<file path="src/interlock_defines.svh">
// Constants for the interlock supervisor: register map, fields and timing.
`ifndef INTERLOCK_DEFINES_SVH
`define INTERLOCK_DEFINES_SVH

// ----------------------------------------------------------------
// Register map (byte addresses) and fields
// ----------------------------------------------------------------
`define REG_CTRL_ADDR 4'h0
`define REG_STATUS_ADDR 4'h4
`define REG_FAULT_ADDR 4'h8
`define CTRL_RESET 1'h0
`define CTRL_PWR_LOCK_BIT 0
`define ST_STATE_LSB 0
`define ST_WARN_BIT 2
`define ST_FAIL_BIT 3
`define ST_DIAG_BIT 4
`define FLT_LIVE_LSB 0
`define FLT_FAIL_LSB 4

// ----------------------------------------------------------------
// Red flash codes
// ----------------------------------------------------------------
`define CODE_NONE 3'h0
`define CODE_CLOSED_A 3'h1
`define CODE_CLOSED_B 3'h2
`define CODE_XWIRE 3'h3
`define CODE_TEMP 3'h4
`define CODE_ACT_BAD 3'h5
`define CODE_TGT_BAD 3'h6
`define CODE_STEADY 3'h7

// ----------------------------------------------------------------
// Timing
// ----------------------------------------------------------------
`define MCLK_PERIOD_NS 8
`define TICK_PERIOD_NS 1000000
`define MS_PER_MIN 60000
`define WARN_DELAY_MIN 30
`define FB_SETTLE_NS 1000
`define YEL_FLASH_HZ 3
`define FLASH_ON_MS 11'h0c8
`define FLASH_OFF_MS 11'h0c8
`define FLASH_PAUSE_MS 11'h03e8

// ----------------------------------------------------------------
// Pin vector positions after synchronisation
// ----------------------------------------------------------------
`define PIN_COUNT 11
`define PIN_ACT 0
`define PIN_MARGIN 1
`define PIN_LTGT 2
`define PIN_SOL 3
`define PIN_FB_A 4
`define PIN_FB_B 5
`define PIN_XWIRE 6
`define PIN_TEMP 7
`define PIN_ACT_BAD 8
`define PIN_TGT_BAD 9
`define PIN_INT_ERR 10

`endif

</file>
<file path="src/interlock_pkg.sv">
// Types shared by the interlock supervisor modules.
package interlock_pkg;

	typedef enum logic [1:0] {
		ST_OPEN = 2'h0,
		ST_CLOSED = 2'h1,
		ST_LOCKED = 2'h3,
		ST_FAIL = 2'h2
	} guard_state_t;

	typedef enum logic [1:0] {
		PH_ON = 2'h0,
		PH_OFF = 2'h1,
		PH_PAUSE = 2'h3
	} flash_phase_t;

endpackage

</file>
<file path="src/pin_sync.sv">
// Two-flop synchroniser for a vector of asynchronous pin levels.
module pin_sync #(
	parameter int WIDTH = 1
) (
	input wire logic clk,
	input wire logic rst_b,
	input wire logic [WIDTH-1:0] pin,
	output logic [WIDTH-1:0] level
);

	logic [WIDTH-1:0] meta_reg;

	// The first stage feeds only the second stage.
	always_ff @(posedge clk or negedge rst_b) begin
		if (!rst_b) begin
			meta_reg <= '0;
			level <= '0;
		end else begin
			meta_reg <= pin;
			level <= meta_reg;
		end
	end

endmodule

</file>
<file path="src/flash_code_gen.sv">
// Red LED pulse-count generator: bursts of N pulses, then a long pause.
`include "interlock_defines.svh"
module flash_code_gen (
	input wire logic clk,
	input wire logic rst_b,
	input wire logic tick,
	input wire logic [2:0] code,
	output logic red
);

	interlock_pkg::flash_phase_t phase_reg;
	logic [10:0] cnt_reg;
	logic [2:0] idx_reg;
	wire logic expired = tick && (cnt_reg == 11'h000);
	wire logic last_pulse = (idx_reg == code - 3'h1);

	// Idle parks in an expired pause, so a new code starts with a lit pulse
	// and its very first burst already carries the full pulse count.
	always_ff @(posedge clk or negedge rst_b) begin
		if (!rst_b) begin
			phase_reg <= interlock_pkg::PH_PAUSE;
			cnt_reg <= 11'h000;
			idx_reg <= 3'h0;
			red <= 1'b0;
		end else if (code == `CODE_NONE) begin
			phase_reg <= interlock_pkg::PH_PAUSE;
			cnt_reg <= 11'h000;
			idx_reg <= 3'h0;
			red <= 1'b0;
		end else if (code == `CODE_STEADY) begin
			red <= 1'b1;
		end else if (tick && !expired) begin
			cnt_reg <= cnt_reg - 11'h001;
		end else if (expired) begin
			unique case (phase_reg)
				interlock_pkg::PH_ON: begin
					red <= 1'b0;
					cnt_reg <= `FLASH_OFF_MS - 11'h001;
					phase_reg <= interlock_pkg::PH_OFF;
				end
				interlock_pkg::PH_OFF: begin
					if (last_pulse) begin
						idx_reg <= 3'h0;
						cnt_reg <= `FLASH_PAUSE_MS - 11'h001;
						phase_reg <= interlock_pkg::PH_PAUSE;
					end else begin
						idx_reg <= idx_reg + 3'h1;
						red <= 1'b1;
						cnt_reg <= `FLASH_ON_MS - 11'h001;
						phase_reg <= interlock_pkg::PH_ON;
					end
				end
				interlock_pkg::PH_PAUSE: begin
					red <= 1'b1;
					cnt_reg <= `FLASH_ON_MS - 11'h001;
					phase_reg <= interlock_pkg::PH_ON;
				end
				default: begin
					phase_reg <= interlock_pkg::PH_ON;
				end
			endcase
		end
	end

endmodule

</file>
<file path="src/interlock_diag_supervisor.sv">
// Guard interlock supervisor: enabling paths, fault classes, LEDs and register slave.
`include "interlock_defines.svh"

module interlock_diag_supervisor #(
	parameter int TICK_CYCLES = `TICK_PERIOD_NS / `MCLK_PERIOD_NS,
	parameter int WARN_TICKS = `WARN_DELAY_MIN * `MS_PER_MIN
) (
	input wire logic MCLK,
	input wire logic RST_B,
	input wire logic ACT_DET,
	input wire logic ACT_MARGIN,
	input wire logic LOCK_TGT,
	input wire logic SOL_IN,
	input wire logic FB_CLOSED_A,
	input wire logic FB_CLOSED_B,
	input wire logic XWIRE_DET,
	input wire logic TEMP_HIGH,
	input wire logic ACT_BAD,
	input wire logic TGT_COMB_BAD,
	input wire logic INT_ERR,
	input wire logic [3:0] AVS_ADDRESS,
	input wire logic AVS_READ,
	input wire logic AVS_WRITE,
	input wire logic [31:0] AVS_WRITEDATA,
	input wire logic [3:0] AVS_BYTEENABLE,
	output logic [31:0] AVS_READDATA,
	output logic AVS_WAITREQUEST,
	output logic CLOSED_OUT_A,
	output logic CLOSED_OUT_B,
	output logic LOCKED_OUT_A,
	output logic LOCKED_OUT_B,
	output logic DIAG_OUT,
	output logic LED_GREEN,
	output logic LED_RED,
	output logic LED_YELLOW
);

	// ----------------------------------------------------------------
	// Derived timing
	// ----------------------------------------------------------------
	localparam int TW = $clog2(TICK_CYCLES + 1);
	localparam int WW = $clog2(WARN_TICKS + 1);
	localparam int SETTLE_CYCLES = `FB_SETTLE_NS / `MCLK_PERIOD_NS;
	localparam int YEL_HALF_TICKS = `TICK_PERIOD_NS / (`YEL_FLASH_HZ * 2 * 1000000) == 0 ?
		1000 / (`YEL_FLASH_HZ * 2) : 1;

	// ----------------------------------------------------------------
	// Pin synchronisation
	// ----------------------------------------------------------------
	logic [`PIN_COUNT-1:0] pins;
	pin_sync #(
		.WIDTH(`PIN_COUNT)
	) pin_sync_inst (
		.clk(MCLK),
		.rst_b(RST_B),
		.pin({INT_ERR, TGT_COMB_BAD, ACT_BAD, TEMP_HIGH, XWIRE_DET, FB_CLOSED_B,
			FB_CLOSED_A, SOL_IN, LOCK_TGT, ACT_MARGIN, ACT_DET}),
		.level(pins)
	);

	wire logic act = pins[`PIN_ACT];
	wire logic margin = pins[`PIN_MARGIN];
	wire logic ltgt = pins[`PIN_LTGT];
	wire logic sol = pins[`PIN_SOL];

	// ----------------------------------------------------------------
	// Prescaler: one-cycle millisecond tick
	// ----------------------------------------------------------------
	logic [TW-1:0] tick_cnt_reg;
	logic tick_reg;

	always_ff @(posedge MCLK or negedge RST_B) begin
		if (!RST_B) begin
			tick_cnt_reg <= '0;
			tick_reg <= 1'b0;
		end else begin
			tick_reg <= (tick_cnt_reg == TW'(TICK_CYCLES - 1));
			tick_cnt_reg <= (tick_cnt_reg == TW'(TICK_CYCLES - 1)) ? '0 : tick_cnt_reg + 1'b1;
		end
	end

	// ----------------------------------------------------------------
	// Register state
	// ----------------------------------------------------------------
	logic pwr_lock_reg;
	interlock_pkg::guard_state_t state_reg;
	interlock_pkg::guard_state_t state_next;
	logic [2:0] fail_code_reg;
	logic [2:0] fail_code_next;

	// Locking condition from the solenoid input, per variant.
	wire logic lock_cond = pwr_lock_reg ? sol : ~sol;

	// ----------------------------------------------------------------
	// Output feedback check
	// ----------------------------------------------------------------
	// Feedback is compared only once the closed pair has been steady for a
	// settling time, so the pin delay after a switch is not seen as a fault.
	// The edge comparison also blocks the one cycle in which the pair has
	// just switched and the counter has not yet been cleared.
	logic [7:0] settle_reg;
	logic closed_prev_reg;
	wire logic settled = (settle_reg == 8'(SETTLE_CYCLES)) && (closed_prev_reg == CLOSED_OUT_A);
	wire logic fb_a_err = settled && (pins[`PIN_FB_A] != CLOSED_OUT_A);
	wire logic fb_b_err = settled && (pins[`PIN_FB_B] != CLOSED_OUT_B);

	always_ff @(posedge MCLK or negedge RST_B) begin
		if (!RST_B) begin
			settle_reg <= 8'h00;
			closed_prev_reg <= 1'b0;
		end else begin
			closed_prev_reg <= CLOSED_OUT_A;
			if (closed_prev_reg != CLOSED_OUT_A) begin
				settle_reg <= 8'h00;
			end else if (!settled) begin
				settle_reg <= settle_reg + 8'h01;
			end
		end
	end

	// ----------------------------------------------------------------
	// Fault classification
	// ----------------------------------------------------------------
	wire logic both_err = (fb_a_err && fb_b_err) || pins[`PIN_XWIRE];
	wire logic [2:0] warn_code =
		both_err ? `CODE_XWIRE :
		fb_a_err ? `CODE_CLOSED_A :
		fb_b_err ? `CODE_CLOSED_B :
		pins[`PIN_TEMP] ? `CODE_TEMP :
		`CODE_NONE;
	wire logic [2:0] hard_code =
		pins[`PIN_INT_ERR] ? `CODE_STEADY :
		pins[`PIN_TGT_BAD] ? `CODE_TGT_BAD :
		pins[`PIN_ACT_BAD] ? `CODE_ACT_BAD :
		`CODE_NONE;
	// A warning is live only while its cause is present.
	wire logic warn_live = (warn_code != `CODE_NONE);
	wire logic hard_live = (hard_code != `CODE_NONE);
	wire logic any_fault = warn_live || hard_live;

	// ----------------------------------------------------------------
	// Warning delay
	// ----------------------------------------------------------------
	logic [WW-1:0] warn_cnt_reg;
	wire logic warn_expired = (warn_cnt_reg == WW'(WARN_TICKS));

	// Counting restarts whenever the cause goes away, so each new warning
	// receives the full controlled-shutdown window.
	always_ff @(posedge MCLK or negedge RST_B) begin
		if (!RST_B) begin
			warn_cnt_reg <= '0;
		end else if (!warn_live || state_reg == interlock_pkg::ST_FAIL) begin
			warn_cnt_reg <= '0;
		end else if (tick_reg && !warn_expired) begin
			warn_cnt_reg <= warn_cnt_reg + 1'b1;
		end
	end

	// ----------------------------------------------------------------
	// Guard state machine
	// ----------------------------------------------------------------
	wire logic lock_ok = act && ltgt && lock_cond;

	always_comb begin
		state_next = state_reg;
		fail_code_next = fail_code_reg;
		unique case (state_reg)
			interlock_pkg::ST_OPEN: begin
				if (hard_live) begin
					state_next = interlock_pkg::ST_FAIL;
				end else if (act) begin
					state_next = interlock_pkg::ST_CLOSED;
				end
			end
			interlock_pkg::ST_CLOSED, interlock_pkg::ST_LOCKED: begin
				if (hard_live) begin
					state_next = interlock_pkg::ST_FAIL;
				end else if (warn_expired) begin
					state_next = interlock_pkg::ST_FAIL;
				end else if (!act) begin
					state_next = interlock_pkg::ST_OPEN;
				end else if (lock_ok) begin
					state_next = interlock_pkg::ST_LOCKED;
				end else begin
					state_next = interlock_pkg::ST_CLOSED;
				end
			end
			interlock_pkg::ST_FAIL: begin
				// Leaving needs the cause gone and the guard opened; the
				// close that follows then walks through the normal states.
				if (!any_fault && !act) begin
					state_next = interlock_pkg::ST_OPEN;
				end
			end
		endcase
		if (state_next == interlock_pkg::ST_FAIL && state_reg != interlock_pkg::ST_FAIL) begin
			fail_code_next = hard_live ? hard_code : warn_code;
		end else if (state_next != interlock_pkg::ST_FAIL) begin
			fail_code_next = `CODE_NONE;
		end
	end

	always_ff @(posedge MCLK or negedge RST_B) begin
		if (!RST_B) begin
			state_reg <= interlock_pkg::ST_OPEN;
			fail_code_reg <= `CODE_NONE;
		end else begin
			state_reg <= state_next;
			fail_code_reg <= fail_code_next;
		end
	end

	// ----------------------------------------------------------------
	// Safety and diagnostic outputs
	// ----------------------------------------------------------------
	wire logic failed = (state_next == interlock_pkg::ST_FAIL);
	wire logic closed_on = act && !failed;
	wire logic locked_on = lock_ok && !failed;
	wire logic diag_on = (state_next == interlock_pkg::ST_LOCKED) && !warn_live;

	always_ff @(posedge MCLK or negedge RST_B) begin
		if (!RST_B) begin
			CLOSED_OUT_A <= 1'b0;
			CLOSED_OUT_B <= 1'b0;
			LOCKED_OUT_A <= 1'b0;
			LOCKED_OUT_B <= 1'b1;
			DIAG_OUT <= 1'b0;
		end else begin
			CLOSED_OUT_A <= closed_on;
			CLOSED_OUT_B <= closed_on;
			LOCKED_OUT_A <= locked_on;
			LOCKED_OUT_B <= ~locked_on;
			DIAG_OUT <= diag_on;
		end
	end

	// ----------------------------------------------------------------
	// Indicators
	// ----------------------------------------------------------------
	logic [9:0] yel_cnt_reg;
	logic yel_blink_reg;

	always_ff @(posedge MCLK or negedge RST_B) begin
		if (!RST_B) begin
			yel_cnt_reg <= 10'h000;
			yel_blink_reg <= 1'b0;
		end else if (tick_reg) begin
			if (yel_cnt_reg == 10'(YEL_HALF_TICKS - 1)) begin
				yel_cnt_reg <= 10'h000;
				yel_blink_reg <= ~yel_blink_reg;
			end else begin
				yel_cnt_reg <= yel_cnt_reg + 10'h001;
			end
		end
	end

	wire logic yel_on =
		(state_reg == interlock_pkg::ST_LOCKED) ? (margin ? yel_blink_reg : 1'b1) :
		(state_reg == interlock_pkg::ST_CLOSED) ? yel_blink_reg :
		1'b0;

	// A latched failure shows its own code; otherwise a live warning shows.
	wire logic [2:0] red_code = (state_reg == interlock_pkg::ST_FAIL) ? fail_code_reg :
		warn_code;
	logic red_level;

	flash_code_gen flash_code_gen_inst (
		.clk(MCLK),
		.rst_b(RST_B),
		.tick(tick_reg),
		.code(red_code),
		.red(red_level)
	);

	always_ff @(posedge MCLK or negedge RST_B) begin
		if (!RST_B) begin
			LED_GREEN <= 1'b0;
			LED_RED <= 1'b0;
			LED_YELLOW <= 1'b0;
		end else begin
			LED_GREEN <= 1'b1;
			LED_RED <= red_level;
			LED_YELLOW <= yel_on;
		end
	end

	// ----------------------------------------------------------------
	// Avalon-MM slave
	// ----------------------------------------------------------------
	// Every access takes a fixed two edges: waitrequest drops for exactly one
	// cycle, and read data is loaded at the edge where it drops.
	wire logic req = AVS_READ || AVS_WRITE;
	wire logic accept = req && !AVS_WAITREQUEST;
	wire logic hit_ctrl = (AVS_ADDRESS == `REG_CTRL_ADDR);
	wire logic hit_status = (AVS_ADDRESS == `REG_STATUS_ADDR);
	wire logic hit_fault = (AVS_ADDRESS == `REG_FAULT_ADDR);
	wire logic [31:0] status_word = 32'({DIAG_OUT, state_reg == interlock_pkg::ST_FAIL,
		warn_live, state_reg});
	wire logic [31:0] fault_word = 32'({fail_code_reg, 1'b0, hard_live ? hard_code : warn_code});
	wire logic [31:0] read_mux =
		hit_ctrl ? 32'(pwr_lock_reg) :
		hit_status ? status_word :
		hit_fault ? fault_word :
		32'h0000_0000;

	always_ff @(posedge MCLK or negedge RST_B) begin
		if (!RST_B) begin
			AVS_WAITREQUEST <= 1'b1;
			AVS_READDATA <= 32'h0000_0000;
		end else if (req && AVS_WAITREQUEST) begin
			AVS_WAITREQUEST <= 1'b0;
			AVS_READDATA <= AVS_READ ? read_mux : 32'h0000_0000;
		end else begin
			AVS_WAITREQUEST <= 1'b1;
		end
	end

	always_ff @(posedge MCLK or negedge RST_B) begin
		if (!RST_B) begin
			pwr_lock_reg <= `CTRL_RESET;
		end else if (accept && AVS_WRITE && hit_ctrl && AVS_BYTEENABLE[0]) begin
			pwr_lock_reg <= AVS_WRITEDATA[`CTRL_PWR_LOCK_BIT];
		end
	end

endmodule

</file>
<file path="config.mk">
export PLATFORM = sky130hd
export DESIGN_NAME = interlock_diag_supervisor
export DESIGN_NICKNAME = d
export VERILOG_FILES = /design/src/interlock_pkg.sv /design/src/pin_sync.sv /design/src/flash_code_gen.sv /design/src/interlock_diag_supervisor.sv
export VERILOG_INCLUDE_DIRS = /design/src
export SDC_FILE = /design/constraint.sdc
export NUM_CORES = 1
export LEC_CHECK = 0
export BUFFER_PORTS_ARGS = -buffer_cell sky130_fd_sc_hd__buf_2
export CELL_PAD_IN_SITES_DETAIL_PLACEMENT = 0
export CELL_PAD_IN_SITES_GLOBAL_PLACEMENT = 2
export CORE_MARGIN = 5
export CORE_UTILIZATION = 25
export DETAILED_ROUTE_END_ITERATION = 7
export PLACE_DENSITY_LB_ADDON = 0.1
export SLEW_MARGIN = 20
export SYNTH_ARGS = -nofsm -noshare
export SYNTH_HDL_FRONTEND = slang
export SYNTH_SLANG_ARGS = --single-unit
</file>
<file path="constraint.sdc">
create_clock -name MCLK -period 3.45 [get_ports MCLK]
set_input_delay 1.035 -clock MCLK [delete_from_list [all_inputs] [get_ports MCLK]]
set_output_delay 1.035 -clock MCLK [all_outputs]
set_load 0.02 [all_outputs]
</file>
---- Word-level counts from Yosys, hierarchy flattened ----
Cells that the tools add are included.
W data, S select, Z words.
storage, ports and cells
  input port bits ......................... 55
  word-level logic and storage cells ...... 171
  bits in registers ....................... 144
  output and inout port bits .............. 41
operators by class
  muxes and demuxes ....................... 58
  add/subtract/negate cells ............... 7
  equality and inequality tests ........... 26
  bitwise operators ....................... 3
  reduce and logical (&&, ||, !) cells .... 52
operator list
  operator                 count
  $mux W3                  17
  $mux W11                 4
  $mux W21                 2
  $mux W7                  4
  $mux W2                  12
  $pmux W11 S2             1
  $add A21 B1 Y21 const B  1
  $eq A21 B21 Y1 const B   1
  $mux W10                 2
  $logic_and A1 B1 Y1      19
  $add A17 B1 Y17 const B  1
  $eq A17 B17 Y1 const B   1
  $mux W17                 1
  $mux W8                  2
  $reduce_bool A3 Y1       4
  $logic_not A11 Y1        1
  $sub A11 B1 Y11 const B  1
  $add A10 B1 Y10 const B  1
  $eq A10 B8 Y1 const B    1
  $eq A2 B2 Y1 const B     5
  $mux W1                  10
  $add A8 B1 Y8 const B    1
  $eq A8 B7 Y1 const B     1
  $reduce_and A4 Y1        2
  other kinds (28)         51

---- Logic depth before layout (Yosys ltp) ----
Gate-level depths: netlist of the first run.
  depth in word-level cells ............... 16
  depth in mapped cells ................... 16

---- Modules after synthesis ----
From an unflattened synthesis of the first run, not the netlist that was laid out.
unflattened totals
  cell total of the unflattened synthesis .. 596
  area, all modules ....................... 6047.0 um^2
by module, submodules not included
  module                     area each (um^2)  instances  cells an instance
  interlock_diag_supervisor  4219.0            1          437
  flash_code_gen             1277.5            1          137
  pin_sync                   550.5             1          22

---- Least setup slack after synthesis of the first run ----
OpenSTA, ideal clock, no wires.
  path type ............................... reg2reg
  start point ............................. register CLOSED_OUT_B
  end point ............................... register flash_code_gen_inst.phase_reg[1]
  arrival time ............................ 3.356 ns
  required time ........................... 3.368 ns
  clock period less this slack ............ 3.437 ns
  library setup time ...................... 0.082 ns
  buffers on the path ..................... 1
  slack ................................... 0.013 ns
  cell stages (with the launch flop) ...... 15
  cell sequence ........................... dfrtp_1 > or3b_1 > a211oi_2 > nor2_1 > a21oi_1 > inv_1 > ha_1 > ha_1 > xor2_1 > nand3_1 > nor4_1 > or4_1 > buf_2 > and2_4 > a211o_1
on the way
  cells in the longest elaborated chain, start to end .. 15
  elaborated cells on any way between the ends .. 26
  those cells by class .................... add/sub: 1; eq/ne: 7; mux: 10; reduce/logical: 8
RTL lines
  what                                                             RTL line                          source
  start: declaration                                               interlock_diag_supervisor.sv:29   output logic CLOSED_OUT_B,
  start signal: assignment                                         interlock_diag_supervisor.sv:230  CLOSED_OUT_B <= closed_on;
  $eq A1 B1 Y1                                                     n/a
  $logic_and A1 B1 Y1                                              n/a
  $logic_and A1 B1 Y1 (on tied branches)                           n/a
  $mux W3 (no line) / $logic_and A1 B1 Y1 (equally long branches)  n/a
  $mux W3 (no line) / $logic_or A1 B1 Y1 (equally long branches)   n/a
  $mux W3 (no line) *                                              n/a
  $mux W3 *                                                        interlock_diag_supervisor.sv:263  wire logic [2:0] red_code = (state_reg == interlock_pkg::ST_FAIL) ? fail_code_reg :
  $sub A3 B1 Y3                                                    flash_code_gen.sv:15              wire logic last_pulse = (idx_reg == code - 3'h1);
  $eq A3 B3 Y1                                                     flash_code_gen.sv:15
  $mux W2                                                          flash_code_gen.sv:42              if (last_pulse) begin
  $pmux W2 S2                                                      flash_code_gen.sv:35              unique case (phase_reg)
  $mux W2                                                          flash_code_gen.sv:34              end else if (expired) begin
  $mux W2                                                          flash_code_gen.sv:32              end else if (tick && !expired) begin
  $mux W2                                                          flash_code_gen.sv:30              end else if (code == `CODE_STEADY) begin
  $mux W2                                                          flash_code_gen.sv:25              end else if (code == `CODE_NONE) begin
  end signal: assignment                                           flash_code_gen.sv:26              phase_reg <= interlock_pkg::PH_PAUSE;
  end signal: assignment                                           flash_code_gen.sv:39              phase_reg <= interlock_pkg::PH_OFF;
  end signal: assignment                                           flash_code_gen.sv:45              phase_reg <= interlock_pkg::PH_PAUSE;
  end: declaration                                                 flash_code_gen.sv:11              interlock_pkg::flash_phase_t phase_reg;
Every way passes the cells marked *; elsewhere a longest branch is shown, timed or not. The select of a mux whose other input is x is not followed.
A chain may end at the register's enable or synchronous reset.

---- Final worst setup path of the first run ----
Ends and elaborated chain as after synthesis.

==> flow_summary.toml, run 1 <==
[outcome]
status = "finished clean"

[die]
ioPinCount = 96
core_area_um2 = 22800
dieArea_um2 = 26400
die_h_um = 163
num_rows = 55
start_util_pct = 25.5
die_w_um = 163

[grt]
grt_usage_pct = 11.3
gr-total-overflow = 0
grt_max_degree = 54
grt_pass1_wl_um = 23700
grt_pass1_vias = 4560
antenna_found_initial = 0

[yosys]
synth_ff_type = "dfrtp_1"
synth-seq-cells = 119
synth_cell_types = 60
synth-async-reset-ratio_pct = 100
netlist_area_um2 = 5820
yosysSeqAreaShare_pct = 51.3
synth_warnings = 0
synthCells = 578
synth_edf_count = 0
postSynthAreaPerCell_um2 = 10.1

[detailed_routing]
drc_errors = 0
wl_um = 14200
avgViaCountPerCell = 4.42
vias = 4310
drt_iter0_markers = 213
post_drt_wl_per_cell_um = 14.5
ant_nets = 0
dr.pass1.iters = 7

[worst_hold_path]
min_from = "pin_sync_inst.meta_reg[4]"
hold-path-endpoint = "pin_sync_inst.level[4]"
hold-path-cell-count = 0
hp-class = "flop to flop"

[placed_design]
placed_cells = 943
hpwl_um = 10100
portBuffers = 36
placedInstanceArea_um2 = 6480
pre_cts_ws_ns = 0.00879
gp_congestion = 0.778

[final_layout]
largest_reg_flops = 21
synthToLayoutAreaGrowth_pct = 22.6
final_cell_mix = "dfrtp_1 (115), nor2_1 (76), nand3_1 (38)"
stdcell_area_um2 = 7140
diodes = 0
nNetsFinal = 721
layout_commonest_cell = "dfrtp_1"
nFillCells = 2370
finalNonFillerCells = 976
post_route_cells_drive_above_1_share_pct = 17.6

[critical_path]
path_buf_inv = 1
r2r_start = "CLOSED_OUT_B"
cp_data_arrival_time_ns = 3.63
endpoint_kind = "flop"
cp_common_cell = "ha_1"
r2r-end = "flash_code_gen_inst.phase_reg[1]"
crit_chain = "or3b_1 > a211oi_2 > nor2_1 > a21oi_2 > inv_1 > ha_1 > ha_1 > xor2_1 > nand3_1 > nor4_1 > or4_4 > and2_4 > a211o_1"
crit_path_max_incr_delay_ns = 0.58
worstSetupStartpointType = "flop"
reg2reg_slack_ns = 0.15
crit_family = "simple AND/OR/NAND/NOR gates"
cpMaxStageDelayCell = "or4_4"
required_ns = 3.79
reg2reg_depth = 13
path_class = "flop to flop"
crit_path_max_fanout = 4

[cts]
clk_latency_ns = 0.42
clockBufferDepth = 2
cts.clk_slew.worst_paths_ns = 0.06
cts_tree = "built"
clock-sinks = 119
htree_levels = 4
cts_made_buffers = 17
cts_root_buf = "clkbuf_16"

[flow_run]
drv_cap = 0

[pwr]
power.total_mw = 3.93
powerDensity_nw_per_um2 = 551
p_leak_nw = 3.15
ir_drop_mv = 0.245

[timing]
finalCriticalPeriod_ns = 3.30
setup_viol = 0
worst_pin_slew_ns = 0.851
layout_setup_ws_ns = 0.152
slew_viol_final = 0
hold_viol_final = 0
fmax_mhz = 303
relSlewSlack_pct = 42.7
period_share_pct = 95.6
skew_ns = 0.0112
power breakdown:
group	internal (mW)	switching (mW)	leakage, nW
Sequential	1.48	0.0702	1.55
Combinational	0.199	0.288	1.31
Clock	1.23	0.659	0.290
cells by family after synthesis:
logic type | count (synthesis) | share of synthesized area (%)
other cells | 2 | 0.129
xor+xnor | 52 | 7.83
buf+inv | 58 | 5.44
fa+ha+maj | 16 | 3.44
simple gates | 247 | 21.6
compound gates | 83 | 10.1
mux | 1 | 0.193
flops | 119 | 51.3
how the worst max path moves through the flow:
stage	cells after the start	start	slack [ns]	to
floorplan	14	CLOSED_OUT_B	0.01	flash_code_gen_inst.phase_reg[1]
CTS	13	CLOSED_OUT_B	0.07	flash_code_gen_inst.red
global route	14	CLOSED_OUT_B	-0.08	flash_code_gen_inst.cnt_reg[8]
detailed placement	15	settle_reg[1]	0.009	flash_code_gen_inst.red
finish	13	CLOSED_OUT_B	0.15	flash_code_gen_inst.phase_reg[1]
global placement	13	CLOSED_OUT_B	0.03	flash_code_gen_inst.red
area by class of cell:
cell class | instances | area (um^2) | share of cell area (%)
clock buffer | 21 | 450 | 6.31
clock inverter | 11 | 173 | 2.42
inverter | 21 | 78.8 | 1.10
multi-input combinational | 425 | 2640 | 37.0
sequential | 119 | 2980 | 41.8
tap | 313 | 392 | 5.49
timing repair buffer | 66 | 420 | 5.89
worst register-to-register path, stage by stage, from the launching register on:
cell and delay (ns):
dfrtp_1 0.38, or3b_1 0.40, a211oi_2 0.26, nor2_1 0.07, a21oi_2 0.14, inv_1 0.06, ha_1 0.20, ha_1 0.30
xor2_1 0.16, nand3_1 0.11, nor4_1 0.05, or4_4 0.58, and2_4 0.20, a211o_1 0.29
cells in the mapped netlist, drive strengths merged (3+ instances only):
library cell	instances	area share (%)
ha	16	3.4
or2	3	0.32
a22oi	3	0.39
nand3	38	3.3
nand2	36	2.3
buf	27	3.4
or4	7	0.90
and4	3	0.45
dfrtp	115	49
o22ai	3	0.32
a311oi	3	0.45
nor4	8	0.86
o21a	3	0.39
nor2	78	5.1
a2111oi	3	0.56
nor3	15	1.3
xnor2	24	3.6
xor2	28	4.2
inv	21	1.4
or3	6	0.65
and2	6	0.69
a21oi	21	1.8
o31ai	3	0.39
o21ai	15	1.3
a211oi	4	0.60
a21o	4	0.52
nor4b	7	1.2
o311ai	3	0.45
nand4	14	1.5
a211o	5	0.75
nor2b	8	0.86
clkbuf	10	0.65
nand2b	4	0.43
and3	7	0.75
dfstp	4	1.8
what timing repair did:
action,CTS,global route
endpoints found under the hold margin,0,0
gates cloned,0,0
buffers inserted,0,1
gates resized for setup,1,6
pin swaps,0,7
hold buffers,0,0
endpoints found under the setup margin,1,9
stage by stage:
stage	hold WS, ns	util, %	setup TNS, ns
after floorplan	0.331	-	0
after global placement	0.335	28.4	0
after detailed placement	0.335	28.4	0
after CTS	0.346	31.2	0
after global routing	0.349	31.3	-0.171
final	0.340	31.3	0
routing by layer:
layer	GRT usage [%]	wire, um	vias up
met5	0	0	-
met4	3.93	175	0
met3	3.06	625	12
met2	18.8	6770	76
met1	14.1	6590	2088
li1	-	-	2134
(Power assumes the default switching activity.)
==> inputs of run 2 (changes only) <==
==> constraint.sdc (replaced) <==
create_clock -name MCLK -period 3.45 [get_ports MCLK]
set_input_delay 1.035 -clock MCLK [delete_from_list [all_inputs] [get_ports MCLK]]
set_output_delay 1.035 -clock MCLK [all_outputs]
set_load 0.05 [all_outputs]
==> run 2 against run 1 <==
Net effect: non-clock buffer count shrank 3; power down 1.6%; combinational power up 11%; first-iteration DRC count down 12%; register-to-register slack better by 0.02 ns; largest power group unchanged; highest routed layer unchanged.
==> flow_summary.toml, run 2 (synthesized netlist as in run 1, its figures left out) <==
[outcome]
status = "finished clean"

[final_layout]
nNetsFinal = 718
diodes = 0
finalNonFillerCells = 973
post_route_cells_drive_above_1_share_pct = 17.9
fin_util_pct = 31.1
largest_reg_flops = 21
final_cell_mix = "dfrtp_1 (114), nor2_1 (76), nand3_1 (38)"
layout_commonest_cell = "dfrtp_1"
synthToLayoutAreaGrowth_pct = 21.9

[die]
ioPinCount = 96
num_rows = 55
start_util_pct = 25.5
core_area_um2 = 22800
dieArea_um2 = 26400
die_h_um = 163
die_w_um = 163

[detailed_routing]
drc_errors = 0
vias = 4351
avgViaCountPerCell = 4.47
post_drt_wl_per_cell_um = 14.6
ant_nets = 0
drt_iter0_markers = 188
wl_um = 14200
dr.pass1.iters = 4

[cts]
htree_levels = 4
cts_root_buf = "clkbuf_16"
cts_made_buffers = 17
cts_tree = "built"
clk_latency_ns = 0.41
cts.clk_slew.worst_paths_ns = 0.06
clockBufferDepth = 2
clock-sinks = 119

[critical_path]
crit_chain = "or3b_1 > a211oi_2 > nor2_1 > a21oi_2 > inv_1 > ha_1 > ha_1 > xor2_1 > nand3_1 > nor3_1 > or4_4 > and2_4 > a211o_1"
required_ns = 3.78
endpoint_kind = "flop"
r2r_start = "CLOSED_OUT_B"
r2r-end = "flash_code_gen_inst.phase_reg[1]"
reg2reg_slack_ns = 0.17
path_class = "flop to flop"
worstSetupStartpointType = "flop"
cpMaxStageDelayCell = "or4_4"
cp_common_cell = "ha_1"
crit_path_max_fanout = 4
cp_data_arrival_time_ns = 3.61
reg2reg_depth = 13
crit_path_max_incr_delay_ns = 0.58

[pwr]
p_leak_nw = 3.13
swShare_pct = 28.5
ir_drop_mv = 0.273
clock_power_share_pct = 45.9
powerDensity_nw_per_um2 = 545
combPwrFrac_pct = 13.9
internal_power_mw = 2.76
p_switching_mw = 1.10
power.total_mw = 3.87
p_seq_share_pct = 40.2

[grt]
grt_pass1_wl_um = 24400
grt_pass1_vias = 4555
gr-total-overflow = 0
antenna_found_initial = 0
grt_usage_pct = 11.5
grt_max_degree = 48

[timing]
hold_viol_final = 0
holdWs_ns = 0.339
slew_viol_final = 0
period_share_pct = 95.1
worst_pin_slew_ns = 0.909
skew_ns = 0.00819
setup_viol = 0
fmax_mhz = 305
finalCriticalPeriod_ns = 3.28
relSlewSlack_pct = 38.9
tns_ns = 0

[placed_design]
portBuffers = 36
hpwl_um = 10100
placed_cells = 941
gp_congestion = 0.780

[worst_hold_path]
hold-path-endpoint = "pin_sync_inst.level[2]"
hp-class = "flop to flop"
hold-path-cell-count = 0
min_from = "pin_sync_inst.meta_reg[2]"

[flow_run]
drv_cap = 0
[run 2: how the worst max path moves through the flow]
| stage | startpoint | endpoint | slack [ns] | cells past startpoint |
|---|---|---|---|---|
| after floorplan | CLOSED_OUT_B | flash_code_gen_inst.phase_reg[1] | 0.02 | 14 |
| after global placement | settle_reg[1] | flash_code_gen_inst.red | 0.05 | 15 |
| after detailed placement | CLOSED_OUT_B | flash_code_gen_inst.red | 0.05 | 13 |
| after CTS | CLOSED_OUT_B | flash_code_gen_inst.red | 0.006 | 13 |
| after global routing | settle_reg[1] | flash_code_gen_inst.cnt_reg[5] | -0.01 | 16 |
| final | CLOSED_OUT_B | flash_code_gen_inst.phase_reg[1] | 0.17 | 13 |
[run 2: area by class of cell]
| cell class | instances | area [um^2] |
|---|---|---|
| flip-flops and latches | 119 | 2980 |
| repair buffers | 63 | 410 |
| well taps | 313 | 392 |
| clock inverters | 14 | 150 |
| multi-input cells | 425 | 2640 |
| inverters | 21 | 78.8 |
| fillers | 2351 | 15700 |
| clock buffers | 18 | 439 |
[run 2: timing repair]
item / 4_1_cts / 5_1_grt
setup buffers: 0 / 0
hold buffers: 0 / 0
setup endpoints to repair: 0 / 9
gates resized for setup: 0 / 7
[run 2: power groups by stage]
| stage | logic [mW] | registers, mW | clock network [mW] |
|---|---|---|---|
| floorplan | 0.323 | 1.60 | 0 |
| global placement | 0.530 | 1.58 | 0 |
| detailed placement | 0.531 | 1.58 | 0 |
| CTS | 0.536 | 1.56 | 1.84 |
| global route | 0.610 | 1.57 | 1.90 |
| finish | 0.539 | 1.55 | 1.77 |
[run 2: metal layers]
layer | up-vias | global-route usage, % | routed length (um)
met5 | - | 0 | 0
met4 | 0 | 3.28 | 167
met3 | 12 | 3.14 | 575
met2 | 87 | 18.9 | 6840
met1 | 2137 | 15.0 | 6650
li1 | 2115 | - | -
[run 2: per-stage QoR]
step                      setup WS, ns  area, um^2
after global routing           -0.0124        7090
after detailed placement        0.0469        6470
after floorplan                 0.0162        5910
after global placement          0.0524        6470
final                            0.170        7090
after CTS                      0.00578        7060
[run 2: critical path: cells and delay by family, from the launching register on]
kind                       cells  cell delay [ns]
AOI/OAI and AO/OA              3             0.66
xor gates and xnor gates       1             0.16
adders and majority gates      2             0.48
buffers and inverters          1             0.06
DFF                            1             0.40
and+or+nand+nor                6             1.46
==> inputs of run 3 (changes only) <==
==> constraint.sdc (replaced) <==
create_clock -name MCLK -period 3.45 [get_ports MCLK]
set_input_delay 0.345 -clock MCLK [delete_from_list [all_inputs] [get_ports MCLK]]
set_output_delay 0.345 -clock MCLK [all_outputs]
set_load 0.05 [all_outputs]
==> run 3 against run 2 <==
Net effect: worst setup slack got worse by 0.0033 ns; fmax about the same; final area increased by 0.56%; utilization is 0.18 points higher; count of clock-buffer cells in the layout is the same; non-clock buffer count increased by 2; hold slack lost 0.31 ns; combinational power grew 0.7%; sequential power about the same; largest cell class unchanged.
==> flow_summary.toml, run 3 (synthesized netlist as in run 1, its figures left out) <==
[outcome]
status = "finished clean"

[timing]
setup_viol = 0
worst_pin_slew_ns = 0.861
period_share_pct = 95.2
finalCriticalPeriod_ns = 3.28
skew_ns = 0.0129
relSlewSlack_pct = 42.1
holdWs_ns = 0.0267
slew_viol_final = 0
hold_viol_final = 0
fmax_mhz = 305
layout_setup_ws_ns = 0.166
grt_setup_unrepaired = "true"

[final_layout]
post_route_cells_drive_above_1_share_pct = 17.5
largest_reg_flops = 21
nNetsFinal = 720
regArea_um2 = 2980
multiInputGateArea_um2 = 2630
synthToLayoutAreaGrowth_pct = 22.6
final_cell_mix = "dfrtp_1 (114), nor2_1 (77), nand3_1 (38)"
diodes = 0
nFillCells = 2339
layout_commonest_cell = "dfrtp_1"
stdcell_area_um2 = 7130

[detailed_routing]
post_drt_wl_per_cell_um = 14.6
avgViaCountPerCell = 4.47
vias = 4355
wl_um = 14300
dr.pass1.iters = 4
ant_nets = 0
drc_errors = 0
drt_iter0_markers = 207

[cts]
htree_levels = 4
clk_latency_ns = 0.42
cts.clk_slew.worst_paths_ns = 0.06
cts_tree = "built"
cts_made_buffers = 17
clockBufferDepth = 2
cts_root_buf = "clkbuf_16"
clock-sinks = 119

[placed_design]
portBuffers = 36
pre_cts_ws_ns = -0.0325
gp_congestion = 0.716
placedInstanceArea_um2 = 6450
hpwl_um = 10100

[grt]
grt_usage_pct = 11.3
antenna_found_initial = 0
grt_max_degree = 53
gr-total-overflow = 0
grt_pass1_wl_um = 23900
grt_pass1_vias = 4561

[worst_hold_path]
min_from = "SOL_IN"
hp-class = "primary input to flop"
hold-path-cell-count = 1

[pwr]
ir_drop_mv = 0.273
powerDensity_nw_per_um2 = 562
p_switching_mw = 1.12
swShare_pct = 27.8
clock_power_share_pct = 47.7
internal_power_mw = 2.89
p_seq_share_pct = 38.8
combPwrFrac_pct = 13.5
power.total_mw = 4.01
p_leak_nw = 3.15

[critical_path]
cp_data_arrival_time_ns = 3.58
worstSetupStartpointType = "flop"
r2r_start = "settle_reg[1]"
crit_path_max_fanout = 4
endpoint_kind = "flop"
path_class = "flop to flop"
crit_start = "settle_reg[1]"
required_ns = 3.74
reg2reg_depth = 16

[die]
dieArea_um2 = 26400
num_rows = 55
start_util_pct = 25.5
die_w_um = 163
die_h_um = 163
core_area_um2 = 22800
ioPinCount = 96

[flow_run]
drv_cap = 0
## run 3: cell count changes in the layout (fill, tap and decap cells not counted), sizes merged
cell,change
bufinv,+2
clkinvlp,+1
clkinv,-3
dlygate4sd3,+2
## run 3: layer usage
| metal | track usage, % | vias to the layer above | wire length, um |
|---|---|---|---|
| met1 | 14.8 | 2129 | 6900 |
| met5 | 0 | - | 0 |
| li1 | - | 2127 | - |
| met3 | 2.99 | 22 | 546 |
| met2 | 17.8 | 77 | 6530 |
| met4 | 4.69 | 0 | 308 |
## run 3: power groups by stage
stage	Clock (mW)	Combinational [mW]	Sequential, mW
5_1_grt	2.03	0.607	1.57
6_report	1.91	0.543	1.55
3_3_place_gp	0	0.525	1.58
3_5_place_dp	0	0.528	1.58
2_1_floorplan	0	0.323	1.60
4_1_cts	1.98	0.535	1.55
## run 3: timing repair
| item | CTS | global route |
|---|---|---|
| endpoints found under the setup margin | 5 | 9 |
| pin swaps | 0 | 8 |
| cloned | 0 | 0 |
| hold buffers | 1 | 1 |
| setup buffers | 0 | 1 |
| hold endpoints to repair | 11 | 1 |
| resized for setup | 1 | 5 |
## run 3: cell type report
class	instances	area share [%]
inverter	21	1.11
clock buffer	18	6.02
clock inverter	14	2.79
sequential	119	41.8
timing repair buffer	65	5.86
tap	313	5.49
multi-input combinational	425	36.9
## run 3: critical path: stages (launching register included)
cell and delay (ns):
dfrtp_1 0.38, inv_1 0.06, ha_2 0.15, nand4b_1 0.19
a211oi_2 0.25, nor2_1 0.08, a21oi_2 0.15, inv_1 0.06
ha_1 0.20, ha_1 0.28, xor2_1 0.16, nand2_1 0.13
nor4b_2 0.07, or4_4 0.59, buf_4 0.17, a21oi_1 0.14
o32ai_1 0.11
## run 3: final timing paths
path / slack [ns] / end
setup / recovery: 0.17 / flash_code_gen_inst.cnt_reg[9]
min in group asynchronous: 0.50 / state_reg[0]
max in group asynchronous: 2.18 / flash_code_gen_inst.phase_reg[0]
hold / removal: 0.03 / pin_sync_inst.meta_reg[3]
setup reg to reg: 0.17 / flash_code_gen_inst.cnt_reg[9]
hold reg to reg: 0.34 / pin_sync_inst.level[9]
## run 3: per-stage QoR
step                      util (%)  setup TNS, ns  std cells
final                         31.3              0        975
after global routing          31.3        -0.0249        975
after CTS                     31.2              0        973
after detailed placement      28.3        -0.0751        940
after global placement        28.3              0        940
after floorplan                  -              0        602
